### src/pkg/seg_vec_defs.svh
// Overview of operation
// - Aux execution vectors all but address error to 0x7FFFFA
// - Address error always vectors to 0x000006
// - Unprotected aux reset select runs application
// - Select 0 without aux protection fetches reset from 0x7FFFFC
// - Select 0 with aux protection forces reset
// - Nesting disable bit blocks interrupt preemption of a handler; traps still preempt
// - Temporary mask covers priorities up to 6
// - Latency bit: 1 variable, 0 fixed
`ifndef SEG_VEC_DEFS_SVH
`define SEG_VEC_DEFS_SVH
// Vector addresses (24-bit program space)
`define AUX_VEC_ADDR      24'h7ffffa
`define ADDR_ERR_VEC_ADDR 24'h000006
`define AUX_RESET_ADDR    24'h7ffffc
`define GEN_RESET_ADDR    24'h000000
`define GEN_IVT_BASE      24'h000008
// Register byte offsets
`define OFS_INT_CTRL1     12'h000
`define OFS_CORE_CTRL     12'h004
`define OFS_STATUS        12'h008
`define OFS_LOOP_COUNT    12'h00c
// Field positions
`define BIT_NEST_DIS      15
`define BIT_VAR_LAT       15
// Priorities and latency counts (cycles minus one)
`define TEMP_MASK_MAX_PRIO 4'h6
`define TRAP_PRIO         4'h8
`define LAT_FIXED_LOAD    4'h3
`define LAT_VAR_LOAD      4'h0
`define BOOT_SETTLE       2'h3
`define CNT_W             14
`endif

### src/pkg/seg_vec_pkg.sv
`include "seg_vec_defs.svh"
package seg_vec_pkg;
  // Sequencer states
  typedef enum logic [2:0] {ST_BOOT_WAIT, ST_RUN, ST_LAT, ST_HALT} seq_state_t;
  // Whole state of the unit
  typedef struct packed {
    logic             rsv_s1;
    logic             rsv_s2;
    logic             ap_s1;
    logic             ap_s2;
    seq_state_t       state;
    logic [1:0]       boot_cnt;
    logic             cfg_rsv;
    logic             cfg_ap;
    logic [3:0]       lat_cnt;
    logic [23:0]      pend_addr;
    logic [3:0]       pend_prio;
    logic             nest_dis;
    logic             var_lat;
    logic             active;
    logic [3:0]       cur_prio;
    logic [`CNT_W-1:0] tmask_cnt;
    logic [`CNT_W-1:0] loop_cnt;
    logic             loop_done;
    logic [31:0]      prdata;
    logic             pready;
    logic             pslverr;
    logic             vec_valid;
    logic [23:0]      vec_addr;
    logic             boot_valid;
    logic [23:0]      boot_addr;
    logic             dev_reset_req;
  } seg_state_t;
endpackage

### src/rtl/segment_vector_and_nesting_control.sv
// Added by the designer: register access over APB and the address map.
`timescale 1ns/1ps
`default_nettype none
`include "seg_vec_defs.svh"
module segment_vector_and_nesting_control
  import seg_vec_pkg::*;
(
  // Clock and reset
  input  wire logic               pclk,
  input  wire logic               presetn,
  // APB slave
  input  wire logic               psel,
  input  wire logic               penable,
  input  wire logic               pwrite,
  input  wire logic [11:0]        paddr,
  input  wire logic [31:0]        pwdata,
  output logic      [31:0]        prdata,
  output logic                    pready,
  output logic                    pslverr,
  // Configuration pins
  input  wire logic               cfg_reset_vector_select,
  input  wire logic               aux_segment_protect_config,
  // Core exception requests
  input  wire logic               exec_in_aux,
  input  wire logic               irq_req,
  input  wire logic [3:0]         irq_prio,
  input  wire logic [6:0]         irq_vec_num,
  input  wire logic               trap_req,
  input  wire logic               trap_addr_err,
  input  wire logic [6:0]         trap_vec_num,
  input  wire logic               exc_return,
  // Temporary mask instruction
  input  wire logic               temp_mask_instr,
  input  wire logic [`CNT_W-1:0]  temp_mask_cycles,
  // Hardware loop
  input  wire logic               loop_load,
  input  wire logic [`CNT_W-1:0]  loop_load_val,
  input  wire logic               loop_iter_start,
  input  wire logic               loop_iter_end,
  // Vector and boot outputs
  output logic                    vec_valid,
  output logic      [23:0]        vec_addr,
  output logic                    boot_valid,
  output logic      [23:0]        boot_addr,
  output logic                    dev_reset_req,
  output logic      [`CNT_W-1:0]  hw_loop_count
);

  seg_state_t s_ff;          // Registered state
  seg_state_t nxt_s;         // Next state
  logic       take_trap;     // Trap accepted this cycle
  logic       take_irq;      // Interrupt accepted this cycle
  logic       tmask_on;      // Temporary mask in effect
  logic       apb_wr;        // Write strobe at access edge
  logic [23:0] gen_irq_addr; // General-segment interrupt entry
  logic [23:0] gen_trap_addr;// General-segment trap entry

  // Acceptance decisions
  assign tmask_on  = (s_ff.tmask_cnt != '0);
  assign take_trap = (s_ff.state == ST_RUN) && trap_req;
  assign take_irq  = (s_ff.state == ST_RUN) && irq_req && !trap_req
                     && (irq_prio > s_ff.cur_prio)
                     && !(s_ff.active && s_ff.nest_dis)
                     && !(tmask_on && irq_prio <= `TEMP_MASK_MAX_PRIO);
  assign apb_wr    = psel && penable && s_ff.pready && pwrite;
  assign gen_irq_addr  = `GEN_IVT_BASE + {16'h0000, irq_vec_num, 1'b0};
  assign gen_trap_addr = {16'h0000, trap_vec_num, 1'b0};

  // Next-state logic
  always_comb begin
    nxt_s = s_ff;
    // Pin synchronisers
    nxt_s.rsv_s1 = cfg_reset_vector_select;
    nxt_s.rsv_s2 = s_ff.rsv_s1;
    nxt_s.ap_s1  = aux_segment_protect_config;
    nxt_s.ap_s2  = s_ff.ap_s1;
    // Pulses default low
    nxt_s.vec_valid     = 1'b0;
    nxt_s.dev_reset_req = 1'b0;
    // Temporary mask countdown
    if (temp_mask_instr) begin
      nxt_s.tmask_cnt = temp_mask_cycles;
    end else if (tmask_on) begin
      nxt_s.tmask_cnt = s_ff.tmask_cnt - 1'b1;
    end
    // Hardware loop counter, once per iteration
    if (loop_load) begin
      nxt_s.loop_cnt  = loop_load_val;
      nxt_s.loop_done = 1'b0;
    end else if (loop_iter_end && !s_ff.loop_done) begin
      nxt_s.loop_cnt  = s_ff.loop_cnt - 1'b1;
      nxt_s.loop_done = 1'b1;
    end else if (loop_iter_start) begin
      nxt_s.loop_done = 1'b0;
    end
    // Sequencer
    case (s_ff.state)
      ST_BOOT_WAIT: begin
        // Let the synchronisers settle before sampling straps
        if (s_ff.boot_cnt == `BOOT_SETTLE) begin
          nxt_s.cfg_rsv = s_ff.rsv_s2;
          nxt_s.cfg_ap  = s_ff.ap_s2;
          if (!s_ff.rsv_s2 && s_ff.ap_s2) begin
            nxt_s.dev_reset_req = 1'b1;
            nxt_s.state         = ST_HALT;
          end else begin
            nxt_s.boot_valid = 1'b1;
            nxt_s.boot_addr  = s_ff.rsv_s2 ? `GEN_RESET_ADDR
                                           : `AUX_RESET_ADDR;
            nxt_s.state      = ST_RUN;
          end
        end else begin
          nxt_s.boot_cnt = s_ff.boot_cnt + 1'b1;
        end
      end
      ST_RUN: begin
        if (take_trap) begin
          // Address error ignores the aux routing
          if (trap_addr_err) begin
            nxt_s.pend_addr = `ADDR_ERR_VEC_ADDR;
          end else if (exec_in_aux) begin
            nxt_s.pend_addr = `AUX_VEC_ADDR;
          end else begin
            nxt_s.pend_addr = gen_trap_addr;
          end
          nxt_s.pend_prio = `TRAP_PRIO;
          nxt_s.lat_cnt   = s_ff.var_lat ? `LAT_VAR_LOAD : `LAT_FIXED_LOAD;
          nxt_s.state     = ST_LAT;
        end else if (take_irq) begin
          nxt_s.pend_addr = exec_in_aux ? `AUX_VEC_ADDR : gen_irq_addr;
          nxt_s.pend_prio = irq_prio;
          nxt_s.lat_cnt   = s_ff.var_lat ? `LAT_VAR_LOAD : `LAT_FIXED_LOAD;
          nxt_s.state     = ST_LAT;
        end else if (exc_return) begin
          // Single-level tracking: return drops to thread level
          nxt_s.active   = 1'b0;
          nxt_s.cur_prio = 4'h0;
        end
      end
      ST_LAT: begin
        // Exception processing delay, then hand out the vector
        if (s_ff.lat_cnt == 4'h0) begin
          nxt_s.vec_valid = 1'b1;
          nxt_s.vec_addr  = s_ff.pend_addr;
          nxt_s.active    = 1'b1;
          nxt_s.cur_prio  = s_ff.pend_prio;
          nxt_s.state     = ST_RUN;
        end else begin
          nxt_s.lat_cnt = s_ff.lat_cnt - 1'b1;
        end
      end
      ST_HALT: begin
        // Security trap: wait for the device reset
        nxt_s.state = ST_HALT;
      end
      default: begin
        nxt_s.state = ST_BOOT_WAIT;
      end
    endcase
    // APB: answer in the access phase, zero wait states
    nxt_s.pready  = psel && !penable;
    nxt_s.pslverr = 1'b0;
    nxt_s.prdata  = 32'h0000_0000;
    if (psel && !penable) begin
      case (paddr)
        `OFS_INT_CTRL1:  nxt_s.prdata[`BIT_NEST_DIS] = s_ff.nest_dis;
        `OFS_CORE_CTRL:  nxt_s.prdata[`BIT_VAR_LAT]  = s_ff.var_lat;
        `OFS_STATUS:     nxt_s.prdata[11:0] = {s_ff.cfg_ap, s_ff.cfg_rsv,
                                               s_ff.state == ST_HALT, tmask_on,
                                               s_ff.active, s_ff.pend_prio[2:0],
                                               s_ff.cur_prio};
        `OFS_LOOP_COUNT: nxt_s.prdata[`CNT_W-1:0] = s_ff.loop_cnt;
        default:         nxt_s.pslverr = 1'b1;
      endcase
    end
    // Register writes
    if (apb_wr && paddr == `OFS_INT_CTRL1) begin
      nxt_s.nest_dis = pwdata[`BIT_NEST_DIS];
    end
    if (apb_wr && paddr == `OFS_CORE_CTRL) begin
      nxt_s.var_lat = pwdata[`BIT_VAR_LAT];
    end
  end

  // State register
  always_ff @(posedge pclk or negedge presetn) begin
    if (!presetn) begin
      s_ff <= '0;
    end else begin
      s_ff <= nxt_s;
    end
  end

  // Outputs straight from flops
  assign prdata        = s_ff.prdata;
  assign pready        = s_ff.pready;
  assign pslverr       = s_ff.pslverr;
  assign vec_valid     = s_ff.vec_valid;
  assign vec_addr      = s_ff.vec_addr;
  assign boot_valid    = s_ff.boot_valid;
  assign boot_addr     = s_ff.boot_addr;
  assign dev_reset_req = s_ff.dev_reset_req;
  assign hw_loop_count = s_ff.loop_cnt;
endmodule // segment_vector_and_nesting_control
`default_nettype wire

### config.mk
export PLATFORM = sky130hd
export DESIGN_NAME = segment_vector_and_nesting_control
export DESIGN_NICKNAME = d
export VERILOG_FILES = /design/src/pkg/seg_vec_pkg.sv /design/src/rtl/segment_vector_and_nesting_control.sv
export VERILOG_INCLUDE_DIRS = /design/src /design/src/pkg
export SDC_FILE = /design/constraint.sdc
export NUM_CORES = 1
export LEC_CHECK = 0
export ABC_AREA = 0
export BUFFER_PORTS_ARGS = -buffer_cell sky130_fd_sc_hd__buf_2
export CELL_PAD_IN_SITES_DETAIL_PLACEMENT = 1
export CELL_PAD_IN_SITES_GLOBAL_PLACEMENT = 1
export CORE_UTILIZATION = 33
export DETAILED_ROUTE_END_ITERATION = 7
export PLACE_DENSITY_LB_ADDON = 0.1
export SLEW_MARGIN = 5
export SYNTH_ARGS = -nofsm -noshare
export SYNTH_HDL_FRONTEND = slang
export SYNTH_SLANG_ARGS = --single-unit
### constraint.sdc
create_clock -name pclk -period 1.95 [get_ports pclk]
set_input_delay 0.585 -clock pclk [delete_from_list [all_inputs] [get_ports pclk]]
set_output_delay 0.585 -clock pclk [all_outputs]
set_load 0.03 [all_outputs]
==> results of run 1 <==
[cells in the mapped netlist (all sizes together), types with 3 or more instances]
library cell,count
clkbuf,16
and2,3
inv,21
ha,11
xnor2,12
nand4,6
buf,98
a21o,6
nand2,67
xor2,13
nor3,17
nor2b,5
dfrtp,93
o21ai,33
mux2,12
a22o,9
a22oi,11
or3,5
and3,7
nand3,6
nor2,31
a21oi,14
nor4,11
a211oi,4
or4,3
nand2b,7
a31oi,6
nor3b,6
[per-stage QoR]
| stage | area, um2 | hold WS [ps] |
|---|---|---|
| floorplan | 5335 | 289.4 |
| global placement | 6060 | 346.9 |
| detailed placement | 6060 | 343.4 |
| CTS | 6447 | 217.2 |
| global route | 6611 | 233.3 |
| finish | 6611 | 203.8 |
[how the worst max path moves through the flow]
stage                            endpoint  slack, ps  depth (start not counted)
finish              s_ff[130]$_DFFE_PN0P_        -70                          7
global route        s_ff[133]$_DFFE_PN0P_       -200                          7
CTS                 s_ff[130]$_DFFE_PN0P_        -90                          7
detailed placement  s_ff[128]$_DFFE_PN0P_       -440                          7
global placement    s_ff[146]$_DFFE_PN0P_       -370                          7
floorplan           s_ff[146]$_DFFE_PN0P_        -80                          7
[cells by family (layout without fill, tap and decap cells)]
| group | count (synthesis) | count (layout) | synth area share (%) |
|---|---|---|---|
| simple gates | 180 | 180 | 17.19 |
| flops | 93 | 93 | 44.65 |
| mux | 14 | 14 | 2.976 |
| compound gates | 94 | 94 | 11.69 |
| xor+xnor | 25 | 25 | 4.201 |
| fa+ha+maj | 11 | 11 | 2.640 |
| other cells | 1 | 22 | 0.07194 |
| buf+inv | 135 | 258 | 16.59 |
[state kept, by name, indices dropped and copies added (netlist names), 2 cells and up]
name and cells:
hw_loop_count 14, vec_addr 9, s_ff 47, prdata 15, nxt_s 2
[what timing repair did]
action / 4_1_cts / 5_1_grt
buffers inserted: 2 / 7
gates resized for setup: 24 / 25
setup endpoints to repair: 26 / 57
pin swaps: 8 / 14
[area by class of cell]
class	count	area, um2
clock inverters	3	18.77
well taps	211	264.0
clock buffers	13	260.3
inverters	21	81.33
multi-input cells	346	2318
repair buffers	221	1340
flip-flops and latches	93	2328
fillers	1804	8703
[power groups by stage]
stage                     Clock (W)  Sequential [W]  Combinational, W
after CTS                   0.00173         0.00206          0.000759
after floorplan                   0         0.00211          0.000423
after global placement            0         0.00208          0.000721
final                       0.00168         0.00206          0.000800
after detailed placement          0         0.00209          0.000738
after global routing        0.00180         0.00207          0.000884
[routing by layer]
layer	vias to the layer above	global-route usage (%)
li1	2051	-
met1	2076	21.75
met2	96	31.66
met3	12	2.588
met4	0	5.606
met5	-	0
[worst max-delay path: cells and delay by family, from the launching register on]
kind | cells | cell delay [ps]
compound gates | 1 | 450
fa+ha+maj | 1 | 130
buf+inv | 1 | 90
flops | 1 | 400
mux | 1 | 320
simple gates | 3 | 520
==> run summary, run 1 <==
Avg Cell Area, Syn = 9.426 um2
H-tree levels = 3
Final setup margin = -71.74 ps
Synth Cell Area = 5212 um2
Critical Path AT = 2250 ps
Slowest CP cell = a221o_2
Post-layout min period = 2022 ps
# port buffers = 151
Critical Path Source = s_ff[100]$_DFFE_PN0P_
Yosys top cell area share = 44.65%
Placed instance count = 883
Peak Freq = 0.4946 GHz
Clk root buf = clkbuf_16
Clock Latency Late Sink = 350 ps
Outcome = complete, but fails checks
Crit-path max cell delay = 450 ps
DP Worst Slack = -443.8 ps
NumNets Final = 809
Most frequent cells in the layout = 150 x buf_2, 92 x dfrtp_1, 66 x nand2_1
Data required, critical path = 2180 ps
Clock Sinks = 93
CTS buffer count = 9
Worst r2r path cells = 7
Post-synth EDFFs = 0
Synth async-reset ratio = 100.0%
Met2 Wirelength = 7073 um
Crit path launch type = register
Die H = 127.7 um
Gr usage total = 17.63%
CTS Hold Bufs = 0
PD cells = 686.3 nW/um2
IO Pins = 205
Largest net degree at the start of global routing = 34
Failing checks = setup timing
Drt wl/cell = 15.17 um
Row count = 45
R2R Path Start = s_ff[100]$_DFFE_PN0P_
Placer Congestion = 0.7791
Initial core utilization = 34.04%
Area grow syn2layout = 26.84%
Switching Share = 27.82%
Final ANT Viol Nets = 0
Commonest non-fill, non-tap cell in the layout = buf_2
Clock Skew = 9.034 ps
RSZ-0062 raised after global routing = yes
Leakage = 3.417 nW
DR top layer = met4
Crit end category = register
Register area share after synthesis = 44.65%
Initial antenna violation count = 0
Max-cap violations = 0
Clock power frac = 37.0%
Mapped Cells = 553
Period Utilization, post-route = 103.7%
Comb power frac = 17.6%
Sequential power share = 45.3%
DRC = 0
R2r endpoint = s_ff[130]$_DFFE_PN0P_
Netlist cell types = 51
FF-to-FF setup slack = -70 ps
Max Slew Vio Count = 0
Area leader, netlist = dfrtp_1
HPWL Detailed = 10500 um
Grt total ovfl = 0
CTS Buffer Depth = 2
CP Class = reg2reg
Detailed Route Iter0 Violations = 132
Met3 Wirelength = 464 um
Final setup viols = 13
Ant. Diodes = 0
Maximum fanout along the worst path = 7
Worst Hold Class = in2async
VDD IR max = 434.2 uV
Psw = 0.001262 W
Die area = 16300 um2
Int Pwr = 0.003275 W
Final core utilization = 43.17%
TritonRoute pass-1 iters = 4
Core area = 15310 um2
Ranking of synthesized cells by area = dfrtp_1 45%, buf_4 14%, nand2_1 4.8%
DR vias = 4235
Hold Vio Cnt, Final = 0
Ys Warns = 0
Setup TNS = -556.0 ps
CP Cell Sequence = inv_2, ha_4, nor4b_4, nand4_1, a221o_2, nand2_4, mux2_4
Final wirelength = 13780 um
Overall power = 0.004537 W
Post-route insts no fill = 908
Main flop type after synthesis = dfrtp_1
Vias in the first global route = 4437
Chip width = 127.7 um
Fraction of layout cells with a size suffix above 1 = 40.89%
Clock transition at the registers of the reported paths = 60 ps
DRT met1 WL = 6070 um
Global-route wire length before repair = 22340 um
CTS tree = done
Routed vias/inst = 4.664
Post-synthesis register bit count = 93
Power figures use the tool's default switching activity.
==> inputs of run 2 (changes only) <==
--- a/config.mk
+++ b/config.mk
@@ -8,11 +8,13 @@
 export LEC_CHECK = 0
 export ABC_AREA = 0
 export BUFFER_PORTS_ARGS = -buffer_cell sky130_fd_sc_hd__buf_2
+export CAP_MARGIN = 20
 export CELL_PAD_IN_SITES_DETAIL_PLACEMENT = 1
 export CELL_PAD_IN_SITES_GLOBAL_PLACEMENT = 1
 export CORE_UTILIZATION = 33
 export DETAILED_ROUTE_END_ITERATION = 7
-export PLACE_DENSITY_LB_ADDON = 0.1
+export PLACE_DENSITY = 0.77
+export REMOVE_ABC_BUFFERS = 1
 export SLEW_MARGIN = 5
 export SYNTH_ARGS = -nofsm -noshare
 export SYNTH_HDL_FRONTEND = slang
==> run 2 against run 1 <==
Net effect: the flow still finishes with violations (setup timing); global-route usage is 0.27 points higher; clock power increased by 7%; maximum frequency is 4.8% lower; core utilization about the same; flip-flop and latch count stayed put; non-clock buffer count is the same; die area is the same; register-to-register slack lost 100 ps; critical path depth up 1; total power is 2.5% higher; largest cell class unchanged; highest routed layer unchanged.
==> run summary, run 2 (synthesized netlist as in run 1, its figures left out) <==
Worst slew margin = 67.44%
NumNets Final = 809 (unchanged)
Global-route wire length before repair = 22580 um (was 22340 um)
# port buffers = 151 (unchanged)
Area grow syn2layout = 26.81% (was 26.84%)
Drt wl/cell = 15.55 um (was 15.17 um)
Clk root buf = clkbuf_16 (unchanged)
Post-layout min period = 2123 ps (was 2022 ps)
Die H = 127.7 um (unchanged)
IO Pins = 205 (unchanged)
Outcome = complete, but fails checks (unchanged)
VDD IR max = 408.2 uV (was 434.2 uV)
Ant. Diodes = 0 (unchanged)
Clock Latency Late Sink = 350 ps (about the same)
Final setup margin = -173.2 ps (was -71.74 ps)
Most frequent cells in the layout = 150 x buf_2, 92 x dfrtp_1, 66 x nand2_1 (unchanged)
Tightest Pin Transition = 482.1 ps
Placed instance area = 6051 um2 (was 6060 um2)
DRC = 0 (unchanged)
Clock Sinks = 93 (unchanged)
Maximum fanout along the worst path = 7 (unchanged)
Detailed Route Iter0 Violations = 117 (was 132)
CTS buffer count = 9 (unchanged)
TritonRoute pass-1 iters = 4 (unchanged)
Final core utilization = 43.16% (was 43.17%)
PD cells = 703.3 nW/um2 (was 686.3 nW/um2)
Initial core utilization = 34.04% (unchanged)
Worst hold slack = 143.3 ps (was 203.8 ps)
CTS Buffer Depth = 2 (unchanged)
Initial antenna violation count = 0 (unchanged)
Crit path launch type = register (unchanged)
Period Utilization, post-route = 108.9% (was 103.7%)
Final wirelength = 14120 um (was 13780 um)
Critical Path Source = s_ff[100]$_DFFE_PN0P_ (unchanged)
CP Class = reg2reg (unchanged)
Worst r2r path cells = 8 (was 7)
Die area = 16300 um2 (unchanged)
HPWL Detailed = 10660 um (was 10500 um)
Routed vias/inst = 4.822 (was 4.664)
Slowest CP cell = a221o_2 (unchanged)
Chip width = 127.7 um (unchanged)
Final ANT Viol Nets = 0 (unchanged)
Final setup viols = 24 (was 13)
Setup TNS = -2447 ps (was -556.0 ps)
R2r endpoint = s_ff[132]$_DFFE_PN0P_ (was s_ff[130]$_DFFE_PN0P_)
Max-cap violations = 0 (unchanged)
Worst setup endpoint = s_ff[132]$_DFFE_PN0P_ (was s_ff[130]$_DFFE_PN0P_)
Data required, critical path = 2180 ps (about the same)
DR vias = 4378 (was 4235)
Row count = 45 (unchanged)
Worst Hold Class = in2async (unchanged)
R2R Path Start = s_ff[100]$_DFFE_PN0P_ (unchanged)
Placer Congestion = 0.8829 (was 0.7791)
Crit-path max cell delay = 430 ps (was 450 ps)
FF-to-FF setup slack = -170 ps (was -70 ps)
Fraction of layout cells with a size suffix above 1 = 40.75% (was 40.89%)
CTS tree = done (unchanged)
Largest reg by FF count = s_ff (unchanged)
Max reg flops = 47 (unchanged)
CTS Hold Bufs = 0 (unchanged)
Leakage = 3.411 nW (was 3.417 nW)
Commonest non-fill, non-tap cell in the layout = buf_2 (unchanged)
Critical Path AT = 2350 ps (was 2250 ps)
H-tree levels = 3 (unchanged)
Hold Vio Cnt, Final = 0 (unchanged)
Max Slew Vio Count = 0 (unchanged)
Gr usage total = 17.90% (was 17.63%)
Clock Skew = 9.505 ps (was 9.034 ps)
Crit end category = register (unchanged)
CP Cell Sequence = inv_2, ha_4, nor4b_4, nand4_1, buf_6, a221o_2, nand2_4, mux2_4 (was inv_2, ha_4, nor4b_4, nand4_1, a221o_2, nand2_4, mux2_4)
Failing checks = setup timing (unchanged)
Largest net degree at the start of global routing = 31 (was 34)
Post-route design area = 6610 um2 (was 6611 um2)
Peak Freq = 0.4710 GHz (was 0.4946 GHz)
Overall power = 0.004649 W (was 0.004537 W)
Core area = 15310 um2 (unchanged)
RSZ-0062 raised after global routing = yes (unchanged)
Vias in the first global route = 4562 (was 4437)
Grt total ovfl = 0 (unchanged)
Clock transition at the registers of the reported paths = 70 ps (was 60 ps)
-- run 2: repair_timing --
action,in CTS,in global routing
cloned,0,0
endpoints found under the setup margin,27,55
buffers inserted,0,6
resized for setup,26,27
pin swaps,9,12
-- run 2: worst min path at each step --
stage / cells after the start / to / from
floorplan: 0 / boot_addr[21]$_DFFE_PN0P_ / presetn
CTS: 1 / vec_addr[3]$_DFFE_PN0P_ / presetn
detailed placement: 0 / s_ff[162]$_DFF_PN0_ / nxt_s[162]$_DFF_PN0_
global placement: 0 / s_ff[162]$_DFF_PN0_ / nxt_s[162]$_DFF_PN0_
finish: 1 / vec_addr[3]$_DFFE_PN0P_ / presetn
global route: 1 / pready$_DFF_PN0_ / presetn
-- run 2: power by group --
group	switching [W]	total [W]	internal (W)	leakage (nW)
sequential	0.0000578	0.00206	0.00200	1.19
combinational	0.000465	0.000804	0.000339	2.08
clock	0.000763	0.00179	0.00102	0.140
total	0.00129	0.00465	0.00336	3.41
-- run 2: layout make-up --
type,instances,area (um2)
clock buffer,10,239.0
clock inverter,6,62.56
fill,1781,8705
inverter,21,83.83
multi-input combinational,346,2292
sequential,93,2328
tap,211,264.0
timing repair buffer,221,1340
-- run 2: through the flow --
step	cells	setup WS (ps)
after floorplan	460	-2689
after global placement	886	-352.4
after detailed placement	886	-477.9
after CTS	902	-172.0
after global routing	908	-252.2
final	908	-173.2
-- run 2: layer usage --
metal	GRT usage, %	share of wire [%]
met1	19.85	40
met2	31.69	51
met3	3.214	4.3
met4	11.49	3.7
met5	0	0
-- run 2: critical path, delay by kind of cell (launching register included) --
family,cells,cell delay [ps]
compound gates,1,430
mux,1,320
fa+ha+maj,1,130
buf+inv,2,240
simple gates,3,470
flops,1,400
